===== src/verilog/lcd_bias_pkg.sv =====
package lcd_bias_pkg;
  // ==========================================================================
  // Register map
  localparam logic [3:0] ADDR_LCD_CONTROL_0 = 4'h0;
  localparam logic [3:0] ADDR_LCD_CONTROL_1 = 4'h4;
  localparam logic [3:0] ADDR_BIAS_STATUS = 4'h8;
  localparam logic [7:0] LCD_CONTROL_0_RESET = 8'h00;
  localparam logic [7:0] LCD_CONTROL_1_RESET = 8'h00;
  // Implemented bits of control 1; bit 4 reads as zero
  localparam logic [7:0] LCD_CONTROL_1_MASK = 8'hEF;
  // ==========================================================================
  // Field positions, control 0
  localparam int WAVE_TYPE_BIT = 7;
  localparam int BIAS_TYPE_BIT = 6;
  localparam int CSRC_LSB = 4;
  localparam int RES_CODE_LSB = 1;
  localparam int DRIVE_EN_BIT = 0;
  // Field positions, control 1
  localparam int QC_TIME_LSB = 5;
  localparam int RATIO_LSB = 0;
  // ==========================================================================
  // Codes
  localparam logic [1:0] CSRC_EXT_PIN = 2'h0;
  localparam logic [1:0] CSRC_REF_TO_LOW = 2'h1;
  localparam logic [1:0] CSRC_VDD_TO_MID = 2'h2;
  localparam logic [1:0] CSRC_VDD_TO_TOP = 2'h3;
  localparam logic [2:0] RES_CODE_1170K = 3'h0;
  localparam logic [2:0] RES_CODE_225K = 3'h1;
  localparam logic [2:0] RES_CODE_60K = 3'h2;
  localparam logic [2:0] RES_CODE_QC_1170K = 3'h3;
  // One-hot resistor selections driven to the analog network
  localparam logic [2:0] RES_1170K = 3'h1;
  localparam logic [2:0] RES_225K = 3'h2;
  localparam logic [2:0] RES_60K = 3'h4;
  localparam logic [4:0] RATIO_BASE = 5'h08;
  localparam logic [4:0] RATIO_FULL = 5'h10;
  // AXI responses
  localparam logic [1:0] RESP_OKAY = 2'h0;
  localparam logic [1:0] RESP_SLVERR = 2'h2;
endpackage : lcd_bias_pkg


===== src/verilog/quick_charge_timer.sv =====
`timescale 1ns/1ps
`default_nettype none
module quick_charge_timer
  import lcd_bias_pkg::*;
#(
  parameter int QC_TIME_WIDTH = 3
) (
  input wire logic core_clk,
  input wire logic resetn,
  input wire logic lcd_reset,
  input wire logic phase_start,
  input wire logic sub_clk_tick,
  input wire logic [QC_TIME_WIDTH-1:0] quick_charge_time,
  output logic low_res_window
);
  logic [QC_TIME_WIDTH:0] count;

  // ==========================================================================
  // Low-resistance interval
  // Count sub-clock periods
  always_ff @(posedge core_clk)
  begin
    if (!resetn || lcd_reset)
    begin
      count <= '0;
      low_res_window <= 1'b0;
    end
    else if (phase_start)
    begin
      count <= '0;
      low_res_window <= 1'b1;
    end
    else if (low_res_window && sub_clk_tick)
    begin
      // Window covers code+1 periods
      if (count == {1'b0, quick_charge_time})
        low_res_window <= 1'b0;
      count <= count + 1'b1;
    end
  end
endmodule : quick_charge_timer
`default_nettype wire


===== src/verilog/lcd_bias_ctrl.sv =====
// Chosen here: the AXI4-Lite register port and the register offsets.
`timescale 1ns/1ps
`default_nettype none
module lcd_bias_ctrl
  import lcd_bias_pkg::*;
(
  input wire logic core_clk,
  input wire logic resetn,
  input wire logic sleep_mode,
  input wire logic sub_clk_tick,
  input wire logic phase_start,
  input wire logic [3:0] s_axi_awaddr,
  input wire logic s_axi_awvalid,
  output logic s_axi_awready,
  input wire logic [31:0] s_axi_wdata,
  input wire logic [3:0] s_axi_wstrb,
  input wire logic s_axi_wvalid,
  output logic s_axi_wready,
  output logic [1:0] s_axi_bresp,
  output logic s_axi_bvalid,
  input wire logic s_axi_bready,
  input wire logic [3:0] s_axi_araddr,
  input wire logic s_axi_arvalid,
  output logic s_axi_arready,
  output logic [31:0] s_axi_rdata,
  output logic [1:0] s_axi_rresp,
  output logic s_axi_rvalid,
  input wire logic s_axi_rready,
  output logic lcd_reset,
  output logic wave_type_b,
  output logic charge_pump_en,
  output logic [1:0] cbias_source_sel,
  output logic [2:0] res_select,
  output logic [4:0] top_level_ratio,
  output logic rbias_one_third_en
);
  logic [7:0] lcd_control_0;
  logic [7:0] lcd_control_1;
  logic [3:0] aw_addr;
  logic aw_held;
  logic [7:0] w_data;
  logic w_strb0;
  logic w_held;
  logic low_res_window;
  logic [2:0] next_res_select;
  logic [4:0] next_top_level_ratio;
  logic [2:0] rbias_resistor_sel;
  logic [3:0] ratio;
  logic bias_cap;
  logic next_lcd_reset;

  assign rbias_resistor_sel = lcd_control_0[RES_CODE_LSB +: 3];
  assign ratio = lcd_control_1[RATIO_LSB +: 4];
  assign bias_cap = lcd_control_0[BIAS_TYPE_BIT];
  assign next_lcd_reset = !lcd_control_0[DRIVE_EN_BIT] || sleep_mode;

  // ==========================================================================
  // AXI4-Lite write path
  always_ff @(posedge core_clk)
  begin
    if (!resetn)
    begin
      s_axi_awready <= 1'b1;
      s_axi_wready <= 1'b1;
      aw_held <= 1'b0;
      w_held <= 1'b0;
      aw_addr <= '0;
      w_data <= '0;
      w_strb0 <= 1'b0;
      s_axi_bvalid <= 1'b0;
      s_axi_bresp <= RESP_OKAY;
    end
    else
    begin
      if (s_axi_awvalid && s_axi_awready)
      begin
        aw_addr <= s_axi_awaddr;
        aw_held <= 1'b1;
        s_axi_awready <= 1'b0;
      end
      if (s_axi_wvalid && s_axi_wready)
      begin
        w_data <= s_axi_wdata[7:0];
        w_strb0 <= s_axi_wstrb[0];
        w_held <= 1'b1;
        s_axi_wready <= 1'b0;
      end
      if (aw_held && w_held && !s_axi_bvalid)
      begin
        s_axi_bvalid <= 1'b1;
        // Status word is read-only
        s_axi_bresp <= (aw_addr == ADDR_LCD_CONTROL_0 || aw_addr == ADDR_LCD_CONTROL_1)
                       ? RESP_OKAY : RESP_SLVERR;
      end
      if (s_axi_bvalid && s_axi_bready)
      begin
        s_axi_bvalid <= 1'b0;
        aw_held <= 1'b0;
        w_held <= 1'b0;
        s_axi_awready <= 1'b1;
        s_axi_wready <= 1'b1;
      end
    end
  end

  // ==========================================================================
  // Control registers
  // Bias type resets resistive
  always_ff @(posedge core_clk)
  begin
    if (!resetn)
    begin
      lcd_control_0 <= LCD_CONTROL_0_RESET;
      lcd_control_1 <= LCD_CONTROL_1_RESET;
    end
    else if (aw_held && w_held && !s_axi_bvalid && w_strb0)
    begin
      if (aw_addr == ADDR_LCD_CONTROL_0)
        lcd_control_0 <= w_data;
      if (aw_addr == ADDR_LCD_CONTROL_1)
        lcd_control_1 <= w_data & LCD_CONTROL_1_MASK;
    end
  end

  // ==========================================================================
  // AXI4-Lite read path
  always_ff @(posedge core_clk)
  begin
    if (!resetn)
    begin
      s_axi_arready <= 1'b1;
      s_axi_rvalid <= 1'b0;
      s_axi_rdata <= '0;
      s_axi_rresp <= RESP_OKAY;
    end
    else if (s_axi_arvalid && s_axi_arready)
    begin
      s_axi_arready <= 1'b0;
      s_axi_rvalid <= 1'b1;
      s_axi_rresp <= RESP_OKAY;
      unique case (s_axi_araddr)
        ADDR_LCD_CONTROL_0: s_axi_rdata <= {24'h000000, lcd_control_0};
        ADDR_LCD_CONTROL_1: s_axi_rdata <= {24'h000000, lcd_control_1};
        // Live view of what the analog network is being told
        ADDR_BIAS_STATUS: s_axi_rdata <= {26'h0, low_res_window, charge_pump_en,
                                          lcd_reset, res_select};
        default:
        begin
          s_axi_rdata <= 32'h00000000;
          s_axi_rresp <= RESP_SLVERR;
        end
      endcase
    end
    else if (s_axi_rvalid && s_axi_rready)
    begin
      s_axi_rvalid <= 1'b0;
      s_axi_arready <= 1'b1;
    end
  end

  // ==========================================================================
  // Quick-charge interval
  // Time field drives timer
  quick_charge_timer #(
    .QC_TIME_WIDTH(3)
  ) u_timer (
    .core_clk(core_clk),
    .resetn(resetn),
    .lcd_reset(next_lcd_reset),
    .phase_start(phase_start),
    .sub_clk_tick(sub_clk_tick),
    .quick_charge_time(lcd_control_1[QC_TIME_LSB +: 3]),
    .low_res_window(low_res_window)
  );

  // ==========================================================================
  // Resistor and ratio decode
  always_comb
  begin
    if (rbias_resistor_sel[2])
      next_res_select = low_res_window ? RES_60K : RES_225K;
    else
    begin
      unique case (rbias_resistor_sel[1:0])
        RES_CODE_1170K[1:0]: next_res_select = RES_1170K;
        RES_CODE_225K[1:0]: next_res_select = RES_225K;
        RES_CODE_60K[1:0]: next_res_select = RES_60K;
        RES_CODE_QC_1170K[1:0]: next_res_select = low_res_window ? RES_60K : RES_1170K;
      endcase
    end
    if (ratio[3])
      next_top_level_ratio = RATIO_FULL;
    else
      next_top_level_ratio = RATIO_BASE + {2'b00, ratio[2:0]};
  end

  // ==========================================================================
  // Registered outputs
  always_ff @(posedge core_clk)
  begin
    if (!resetn)
    begin
      lcd_reset <= 1'b1;
      wave_type_b <= 1'b0;
      charge_pump_en <= 1'b0;
      cbias_source_sel <= CSRC_EXT_PIN;
      res_select <= RES_1170K;
      top_level_ratio <= RATIO_BASE;
      rbias_one_third_en <= 1'b0;
    end
    else
    begin
      lcd_reset <= next_lcd_reset;
      wave_type_b <= lcd_control_0[WAVE_TYPE_BIT];
      charge_pump_en <= bias_cap && !next_lcd_reset;
      cbias_source_sel <= lcd_control_0[CSRC_LSB +: 2];
      res_select <= next_res_select;
      top_level_ratio <= next_top_level_ratio;
      rbias_one_third_en <= !bias_cap && !next_lcd_reset;
    end
  end
endmodule : lcd_bias_ctrl
`default_nettype wire


===== config.mk =====
export PLATFORM = sky130hd
export DESIGN_NAME = lcd_bias_ctrl
export DESIGN_NICKNAME = d
export VERILOG_FILES = /design/src/verilog/lcd_bias_pkg.sv /design/src/verilog/quick_charge_timer.sv /design/src/verilog/lcd_bias_ctrl.sv
export SDC_FILE = /design/constraint.sdc
export NUM_CORES = 1
export LEC_CHECK = 0
export BUFFER_PORTS_ARGS = -buffer_cell sky130_fd_sc_hd__buf_2
export CORE_ASPECT_RATIO = 0.7
export CORE_UTILIZATION = 48
export CTS_CLUSTER_SIZE = 24
export DETAILED_ROUTE_END_ITERATION = 10
export PLACE_DENSITY = 0.79
export SLEW_MARGIN = 30
export SYNTH_ARGS = -nofsm -noshare
export SYNTH_HDL_FRONTEND = slang
export SYNTH_HIERARCHICAL = 1
export SYNTH_SLANG_ARGS = --single-unit

===== constraint.sdc =====
create_clock -name core_clk -period 1.65 [get_ports core_clk]
set_clock_uncertainty 0.15 [all_clocks]
set_input_delay 0.165 -clock core_clk [delete_from_list [all_inputs] [get_ports core_clk]]
set_output_delay 0.165 -clock core_clk [all_outputs]
set_load 0.1 [all_outputs]

== After elaboration in Yosys (flattened, before gate mapping) ==
Index checks and enable logic that the tools add are counted.
Storage, ports and cells
  memories kept: 0
  ROM bits: 0
  output and inout port bits: 55
  latch bits: 0
  memory bits (writable): 0
  register bits: 90
Cells by class
  shifts and indexed selects: 0
  add/subtract/negate cells: 2
  bitwise logic cells: 1
  divide/modulo/power cells: 0
  multipliers: 0
  $lt $le $gt $ge: 0
  eq/ne operators: 7
  mux-type cells: 15
  reduce and logical (&&, ||, !) cells: 32
Operators by type and width (number)
  8-bit case mux with 3 select lines: 1
  3-bit case mux with 4 select lines: 1
  1-bit logical AND: 11
  3-bit two-way mux: 3
  4-bit by 3-bit == test with 1-bit output (second input constant): 2
  4-bit zero test: 2
  1-bit two-way mux: 7
  2-bit AND reduction: 3
  2-bit nonzero test: 3
  2-bit OR reduction: 3
  4-bit by 3-bit adder with 5-bit output (first input constant): 1
  1-bit zero test: 5
  5-bit two-way mux: 1
  4-bit by 1-bit adder with 4-bit output (second input constant): 1
  2-bit == test (second input constant): 2
  4-bit by 3-bit == test with 1-bit output: 1
  4-bit == test (second input constant): 1
  2-bit two-way mux: 2
  1-bit logical OR: 3
  3-bit OR reduction: 1
  2-bit by 1-bit == test with 1-bit output (second input constant): 1
  2-bit zero test: 1
  1-bit inverter: 1

== Logic depth before layout (Yosys ltp) ==
Gate-level depths: netlist of run 1.
  depth in word-level cells: 4
  mapped depth: 4
  depth with buffers taken out: 4

== Modules after synthesis ==
Netlist of run 1, hierarchy kept.
Modules (own cells, without submodules)
  lcd_bias_ctrl: area each 2497.4 sq um, cells an instance 273, times used 1, sequential area each 1181.1 sq um
  quick_charge_timer: area each 240.2 sq um, cells an instance 27, times used 1, sequential area each 100.1 sq um

== Worst setup path before layout of run 1 ==
Ideal clock, no wire load.
  path type: register to register
  start: register s_axi_arready
  end: register s_axi_rdata[7]
  period minus slack after synthesis: 2.015 ns
  cell stages (with the launch flop): 5
  library setup time: 0.070 ns
  path buffers: 1
  slack: -0.365 ns
  arrival time: 1.795 ns
  required time: 1.430 ns
  cells stage by stage: dfxtp_1 -> nand2_1 -> clkbuf_1 -> or3_1 -> a21boi_1
On the way
  longest elaborated chain between the ends: 1
RTL lines
  start, declared: RTL line lcd_bias_ctrl.sv:24  | output logic s_axi_arready,
  start signal, assigned: RTL line lcd_bias_ctrl.sv:131  | s_axi_arready <= 1'b1;
  start signal, assigned: RTL line lcd_bias_ctrl.sv:138  | s_axi_arready <= 1'b0;
  start signal, assigned: RTL line lcd_bias_ctrl.sv:157  | s_axi_arready <= 1'b1;
  1-bit logical AND: RTL line lcd_bias_ctrl.sv:136  | else if (s_axi_arvalid && s_axi_arready)
  end signal, assigned: RTL line lcd_bias_ctrl.sv:142  | ADDR_LCD_CONTROL_0: s_axi_rdata <= {24'h000000, lcd_control_0};
  end signal, assigned: RTL line lcd_bias_ctrl.sv:143  | ADDR_LCD_CONTROL_1: s_axi_rdata <= {24'h000000, lcd_control_1};
  end signal, assigned: RTL line lcd_bias_ctrl.sv:145  | ADDR_BIAS_STATUS: s_axi_rdata <= {26'h0, low_res_window, charge_pump_en,
  end, declared: RTL line lcd_bias_ctrl.sv:25  | output logic [31:0] s_axi_rdata,
No other way between the ends.
A chain may end at the register's enable or synchronous reset.

== Worst setup path after layout of run 1 ==
  start: register s_axi_bvalid
  end: output s_axi_bvalid
RTL lines
  start, declared: RTL line lcd_bias_ctrl.sv:20  | output logic s_axi_bvalid,
  start signal, assigned: RTL line lcd_bias_ctrl.sv:70  | s_axi_bvalid <= 1'b0;
  start signal, assigned: RTL line lcd_bias_ctrl.sv:90  | s_axi_bvalid <= 1'b1;
  start signal, assigned: RTL line lcd_bias_ctrl.sv:97  | s_axi_bvalid <= 1'b0;
No word-level cell between the ends.

==> flow_summary.rst, run 1 <==
.. list-table::
   :header-rows: 1

   * - Metric
     - Value
   * - Worst r2r path cells
     - 4
   * - End of the worst register-to-register path
     - lcd_control_1[3]
   * - Gr usage total
     - 0.231
   * - 1st-iter DRT viols
     - 192
   * - Seq/Total Area, Yosys
     - 0.468
   * - Routability cong.
     - ~0.76
   * - Remaining DRCs
     - 0
   * - Largest net degree at the start of global routing
     - 22
   * - Critical path fanouts, max
     - 7
   * - Setup Crit Path Kind
     - flop to output port
   * - Maximum clock rate
     - ~0.62 GHz
   * - Proportion of layout cells with a drive suffix above 1
     - 0.231
   * - Reg-to-reg setup timing slack
     - roughly 0.10 ns
   * - Arr. time, crit path
     - about 1.3 ns
   * - Startpoint Class
     - flop
   * - Total number of vias
     - around 2500
   * - Antenna cells
     - 0
   * - CTS Buffer Depth
     - 2
   * - Slowest CP cell
     - sky130_fd_sc_hd__buf_2
   * - Top library cells by usage in the layout, fill and taps aside
     - sky130_fd_sc_hd__dfxtp_1, sky130_fd_sc_hd__buf_2, sky130_fd_sc_hd__nand2_1, sky130_fd_sc_hd__a21boi_1, sky130_fd_sc_hd__nand3_1
   * - Core area
     - 5370 sq um
   * - Startpoint of the worst setup timing path
     - s_axi_bvalid
   * - Syn Inst Count
     - 300
   * - Biggest cell delay along the critical path
     - about 0.44 ns
   * - Ys Warns
     - 6
   * - Number of vias per cell
     - roughly 5.4
   * - Critical Path Sink
     - s_axi_bvalid
   * - Congestion Overflow GR
     - 0
   * - Average cell area after synthesis
     - around 9.1 sq um
   * - Type of the worst min-delay path
     - primary input to flop
   * - Wire length of the first global-routing pass
     - around 11000 um
   * - Total power of the final layout
     - between 0.003 and 0.004 W
   * - Site row count
     - 22
   * - DIE HEIGHT
     - ~65 um
   * - Total wire length
     - 6580 um
   * - Total Die Area
     - between 6000 and 7000 sq um
   * - Synth Cell Area
     - 2740 sq um
   * - Min cycle time layout
     - approximately 1.6 ns
   * - RSZ-0062 raised after global routing
     - false
   * - Number of antenna violations at the first check in global routing
     - 0
   * - Relative area change from synthesis to final layout
     - 26.9%
   * - H-tree depth
     - 3
   * - Via count of the first global-routing pass
     - about 2200
   * - Relative max-transition margin
     - 0.658
   * - HPWL after detailed placement
     - roughly 4300 um
   * - Critical Path, Cell by Cell
     - buf_4 -> buf_2
   * - Setup TNS Final
     - 0 ns
   * - Clock slew seen by the registers of the worst setup and hold paths
     - around 0.060 ns
   * - Run status
     - completed
   * - CP Data Required Time
     - around 1.3 ns
   * - Worst ir drop on vdd
     - around 0.61 mV
   * - Non-filler instance count after layout
     - between 400 and 500
   * - Worst Path Buf+Inv
     - 2
   * - Number of logic stages on the critical path including buffering
     - 2
   * - Antenna-violating nets left
     - 0
   * - Effective utilization at floorplan
     - 0.510
   * - Number of buffers added by the clock tree synthesis step
     - 9
   * - Root Driver
     - sky130_fd_sc_hd__clkbuf_8
   * - Fin. max-slew vios
     - 0
   * - Sink Count
     - 64
   * - Worst reg2reg path startpoint
     - s_axi_bvalid
   * - TritonCTS clock tree
     - done
   * - Final setup violating endpoints
     - 0
   * - Wire length per cell
     - ~14 um
   * - Worst Min Path Start
     - phase_start
   * - Final Net Count
     - 440
   * - Worst setup EP type
     - output port
   * - Number of filler instances in the final layout
     - between 400 and 500
   * - Number of violations of the max-capacitance limit
     - 0
   * - Hold violation total from the final report
     - 0
   * - Number of placed cells counting well taps
     - roughly 420
   * - Netlist cell types
     - 42
   * - Slew at the pin closest to its max-slew limit
     - 0.508 ns
   * - Leading cell type in the layout, fill and taps excluded
     - sky130_fd_sc_hd__dfxtp_1
   * - Share of the cycle needed by the critical path after routing
     - 0.975
   * - Number of I/O port buffers
     - 55
   * - Boundary Pins
     - between 100 and 150
   * - Leakage power of the design
     - between 1 and 1.5 nW
   * - Insertion delay to the later sink of the worst-skew pair
     - ~0.34 ns
   * - Die outline width
     - ~92 um
   * - Power density relative to cell area
     - about 1100 nW/um^2
   * - Total of flip-flops plus latches after synthesis
     - 64
   * - Number of optimization iterations in the first detailed-route pass
     - 7
   * - Worst path top cell family by delay
     - buffers and inverters
## logic make-up (layout without fill, tap and decap cells)
logic type | after synthesis | count (layout) | synth area share
AND/OR/NAND/NOR | 108 | 108 | 0.219
AO/OA/AOI/OAI | 76 | 76 | 0.184
flip-flops | 64 | 64 | 0.468
buffers and inverters | 42 | 106 | 0.0955
XOR/XNOR | 5 | 5 | 0.0160
multiplexers | 3 | 3 | 0.0114
adder cells (fa/ha/maj) | 1 | 1 | 0.00457
other | 1 | 26 | 0.00137
## metal layers
metal / part of all wire / wire, um / vias to the layer above / GRT usage
met5: 0 / 0 / - / 0
met4: 0.022 / 143 / 0 / 0.0898
met3: 0.069 / 454 / 19 / 0.0938
met2: 0.46 / 3050 / 111 / 0.360
met1: 0.45 / 2930 / 1178 / 0.287
li1: - / - / 1168 / -
## worst min-delay path by stage
stage | to | slack (ns) | cells past startpoint
4_1_cts | u_timer/low_res_window | 0.00009 | 3
5_1_grt | u_timer/low_res_window | 0.02 | 3
3_3_place_gp | s_axi_wready | 0.22 | 2
6_report | u_timer/low_res_window | 0.01 | 3
2_1_floorplan | s_axi_awready | 0.11 | 1
3_5_place_dp | s_axi_wready | 0.23 | 2
## tightest hold or removal path: cells and delay by family
family	cells	cell delay (ns)
simple gates	1	0.06
compound gates	1	0.13
buf+inv	1	0.10
## final cells by class
cell class | instances | area [sq um] | share of cell area
Sequential cell | 64 | 1290 | 0.370
Clock inverter | 3 | 65.1 | 0.0187
Clock buffer | 12 | 155 | 0.0447
Tap cell | 72 | 90.1 | 0.0259
Timing Repair Buffer | 87 | 571 | 0.164
Multi-Input combinational cell | 219 | 1290 | 0.372
Inverter | 4 | 15.0 | 0.00432
## Yosys cell counts, drive strengths merged
master | instances | area share
mux2i | 2 | 0.0073
xnor2 | 2 | 0.0064
xor2 | 3 | 0.0096
and3b | 1 | 0.0032
nand2 | 34 | 0.048
o21a | 1 | 0.0027
nand2b | 3 | 0.0069
nor4b | 1 | 0.0087
a21oi | 7 | 0.013
conb | 1 | 0.0014
a222oi | 5 | 0.018
nor4 | 2 | 0.0069
inv | 4 | 0.0055
or4b | 1 | 0.0037
a211oi | 1 | 0.0027
mux2 | 1 | 0.0041
and2 | 9 | 0.021
a31oi | 1 | 0.0023
nor3b | 1 | 0.0027
a21boi | 32 | 0.088
buf | 29 | 0.078
clkbuf | 9 | 0.012
or3 | 4 | 0.0091
dfxtp | 64 | 0.47
nor3 | 2 | 0.0037
o211a | 1 | 0.0037
o221a | 1 | 0.0041
o21ai | 27 | 0.049
nor2b | 6 | 0.014
and4bb | 2 | 0.0091
nor2 | 10 | 0.014
nand3b | 1 | 0.0027
nand3 | 29 | 0.053
nand4bb | 2 | 0.014
ha | 1 | 0.0046
## sequential cells by signal, indices dropped and copies added (netlist names), 2 cells and up
signal / count
cbias_source_sel: 2
aw_addr: 4
top_level_ratio: 5
res_select: 3
lcd_control_0: 8
s_axi_rdata: 8
lcd_control_1: 7
w_data: 8
u_timer/count: 4
## metrics by stage
stage | worst slack (ns) | instance area, sq um | hold WS, ns | utilization
after detailed placement | 0.0991 | 3020 | 0.228 | 0.563
final | 0.0413 | 3470 | 0.0114 | 0.647
after global routing | 0.00647 | 3470 | 0.0198 | 0.647
after global placement | 0.149 | 3020 | 0.222 | 0.563
after CTS | 0.0484 | 3460 | 0.0000866 | 0.645
after floorplan | -0.0322 | 2840 | 0.108 | -
## where the power goes
part           internal, W  switching, W
registers          0.00158     0.0000345
logic             0.000138      0.000489
clock network     0.000923      0.000552
## repair_timing
item,4_1_cts,5_1_grt
hold endpoints to repair,23,0
hold buffers,22,0
setup buffers,0,1
endpoints found under the setup margin,0,1
gates resized for setup,0,1
Note: power is estimated with default switching activity, not from simulation.
==> run 2: changes to the inputs <==
Settings changed: BUFFER_PORTS_ARGS -buffer_cell sky130_fd_sc_hd__buf_2 to unset, CORE_UTILIZATION 48 to 55, DONT_BUFFER_PORTS set to 1, PLACE_DENSITY 0.79 to 0.7.
==> flow_summary.rst, run 2 (synthesis gave the netlist of run 1 again) <==
.. list-table::
   :header-rows: 1

   * - Metric
     - Value
   * - Run status
     - completed
   * - Core Util, Final
     - 0.727
   * - Remaining DRCs
     - 0
   * - Biggest cell delay along the critical path
     - between 0.5 and 0.6 ns
   * - Total wire length
     - 6390 um
   * - Arr. time, crit path
     - 1.65 ns
   * - Slowest CP cell
     - sky130_fd_sc_hd__dlygate4sd3_1
   * - Total Die Area
     - 5270 sq um
   * - Wire length per cell
     - about 15 um
   * - Number of buffers added by the clock tree synthesis step
     - 9
   * - Worst path top cell family by delay
     - buffers and inverters
   * - Worst Path Buf+Inv
     - 3
   * - Antenna-violating nets left
     - 0
   * - Via count of the first global-routing pass
     - between 2000 and 2500
   * - Number of I/O port buffers
     - 0
   * - Min cycle time layout
     - approximately 1.6 ns
   * - Fin. max-slew vios
     - 0
   * - Regs by FF count
     - lcd_control_0 x8, s_axi_rdata x8, w_data x8
   * - CP Data Required Time
     - 1.72 ns
   * - Top library cells by usage in the layout, fill and taps aside
     - sky130_fd_sc_hd__dfxtp_1, sky130_fd_sc_hd__buf_4, sky130_fd_sc_hd__nand2_1, sky130_fd_sc_hd__a21boi_1, sky130_fd_sc_hd__nand3_1
   * - Leading cell type in the layout, fill and taps excluded
     - sky130_fd_sc_hd__dfxtp_1
   * - Setup Crit Path Kind
     - primary input to flop
   * - Number of vias per cell
     - roughly 5.4
   * - Number of antenna violations at the first check in global routing
     - 0
   * - Slew at the pin closest to its max-slew limit
     - roughly 0.50 ns
   * - Congestion Overflow GR
     - 0
   * - Number of violations of the max-capacitance limit
     - 0
   * - Total power of the final layout
     - around 0.0036 W
   * - Relative max-transition margin
     - 0.665
   * - Die outline width
     - ~86 um
   * - HPWL after detailed placement
     - approximately 3900 um
   * - Worst setup EP type
     - flop
   * - Startpoint Class
     - primary input
   * - Gr usage total
     - 0.249
   * - DIE HEIGHT
     - about 61 um
   * - Clock slew seen by the registers of the worst setup and hold paths
     - approximately 0.070 ns
   * - Type of the worst min-delay path
     - primary input to flop
   * - Final setup violating endpoints
     - 0
   * - Power density relative to cell area
     - slightly above 1000 nW/um^2
   * - Critical path fanouts, max
     - 53
   * - Total number of vias
     - ~2400
   * - Share of the cycle needed by the critical path after routing
     - 0.957
   * - Hold violation total from the final report
     - 0
   * - Sink Count
     - 64
   * - Seq. cell area
     - 1290 sq um
   * - Relative area change from synthesis to final layout
     - 26.9%
   * - Boundary Pins
     - approximately 110
   * - Largest net degree at the start of global routing
     - 54
   * - Worst ir drop on vdd
     - 0.646 mV
   * - Core area
     - about 4800 sq um
   * - Leakage power of the design
     - around 1.4 nW
   * - 1st-iter DRT viols
     - slightly above 200
   * - Combined area of the multi-input logic cells
     - 1290 sq um
   * - Root Driver
     - sky130_fd_sc_hd__clkbuf_8
   * - TritonCTS clock tree
     - done
   * - Final Net Count
     - ~420
   * - Antenna cells
     - 0
   * - Site row count
     - 21
   * - Maximum clock rate
     - 0.633 GHz
   * - Routability cong.
     - about 0.76
   * - Wire length of the first global-routing pass
     - 9820 um
   * - Insertion delay to the later sink of the worst-skew pair
     - ~0.33 ns
   * - Effective utilization at floorplan
     - 0.572
   * - Proportion of layout cells with a drive suffix above 1
     - 0.176
   * - H-tree depth
     - 3
   * - Library cell appearing most often on the critical path
     - sky130_fd_sc_hd__dlygate4sd3_1
   * - Number of filler instances in the final layout
     - 382
   * - CTS Buffer Depth
     - 2
   * - RSZ-0062 raised after global routing
     - false
   * - Number of optimization iterations in the first detailed-route pass
     - 8
   * - Critical Path, Cell by Cell
     - dlygate4sd3_1 -> buf_12 -> o21ai_1 -> dlygate4sd3_1
==> run 2: per-stage QoR <==
| stage | cell area (sq um) | hold WS (ns) | setup slack [ns] | setup TNS [ns] | std cells |
|---|---|---|---|---|---|
| 2_1_floorplan | 2840 | 0.108 | -0.0322 | -0.0322 | 325 |
| 3_3_place_gp | 2940 | 0.100 | 0.145 | 0 | 391 |
| 3_5_place_dp | 2940 | 0.104 | 0.133 | 0 | 391 |
| 4_1_cts | 3460 | 0.00397 | 0.00462 | 0 | 437 |
| 5_1_grt | 3470 | 0.0238 | 0.0188 | 0 | 438 |
| 6_report | 3470 | 0.0131 | 0.0711 | 0 | 438 |
==> run 2: timing repair <==
action / 4_1_cts / 5_1_grt
gates resized for setup: 0 / 4
hold buffers: 30 / 0
endpoints found under the hold margin: 64 / 0
setup buffers: 0 / 1
endpoints found under the setup margin: 0 / 1
==> run 2: worst paths after layout <==
kind                                       from              to  slack, ns  depth (start not counted)
worst max-delay path                     resetn   s_axi_arready       0.07                          4
worst min register to register   s_axi_rdata[6]  s_axi_rdata[6]       0.30                          2
worst min-delay path            s_axi_araddr[2]  s_axi_rdata[6]       0.01                          3
worst max register to register    s_axi_arready  s_axi_rresp[1]       0.09                          4
==> run 2: layout make-up <==
type	count	share of cell area
Clock buffer	11	0.0436
Clock inverter	5	0.0158
Inverter	4	0.00432
Multi-Input combinational cell	219	0.373
Sequential cell	64	0.370
Tap cell	69	0.0248
Timing Repair Buffer	66	0.169
==> run 2: per-layer routing <==
layer  vias to the layer above  global-route usage  wire, um
li1                       1129                   -         -
met1                      1100               0.330      3010
met2                       111               0.395      2890
met3                        11              0.0603       392
met4                         0               0.117        97
met5                         -                   0         0
==> run 2: worst reg2reg max path: stages, from the launching register on <==
cell and delay (ns):
sky130_fd_sc_hd__dfxtp_2 0.36, sky130_fd_sc_hd__and2_2 0.20, sky130_fd_sc_hd__nand2_1 0.06, sky130_fd_sc_hd__dlygate4sd3_1 0.56
sky130_fd_sc_hd__o211a_1 0.12
==> run 2: where the power goes <==
group          switching, W  internal, W  total [W]
Combinational      0.000474     0.000136   0.000610
Clock              0.000581     0.000774    0.00135
Sequential        0.0000353      0.00158    0.00162
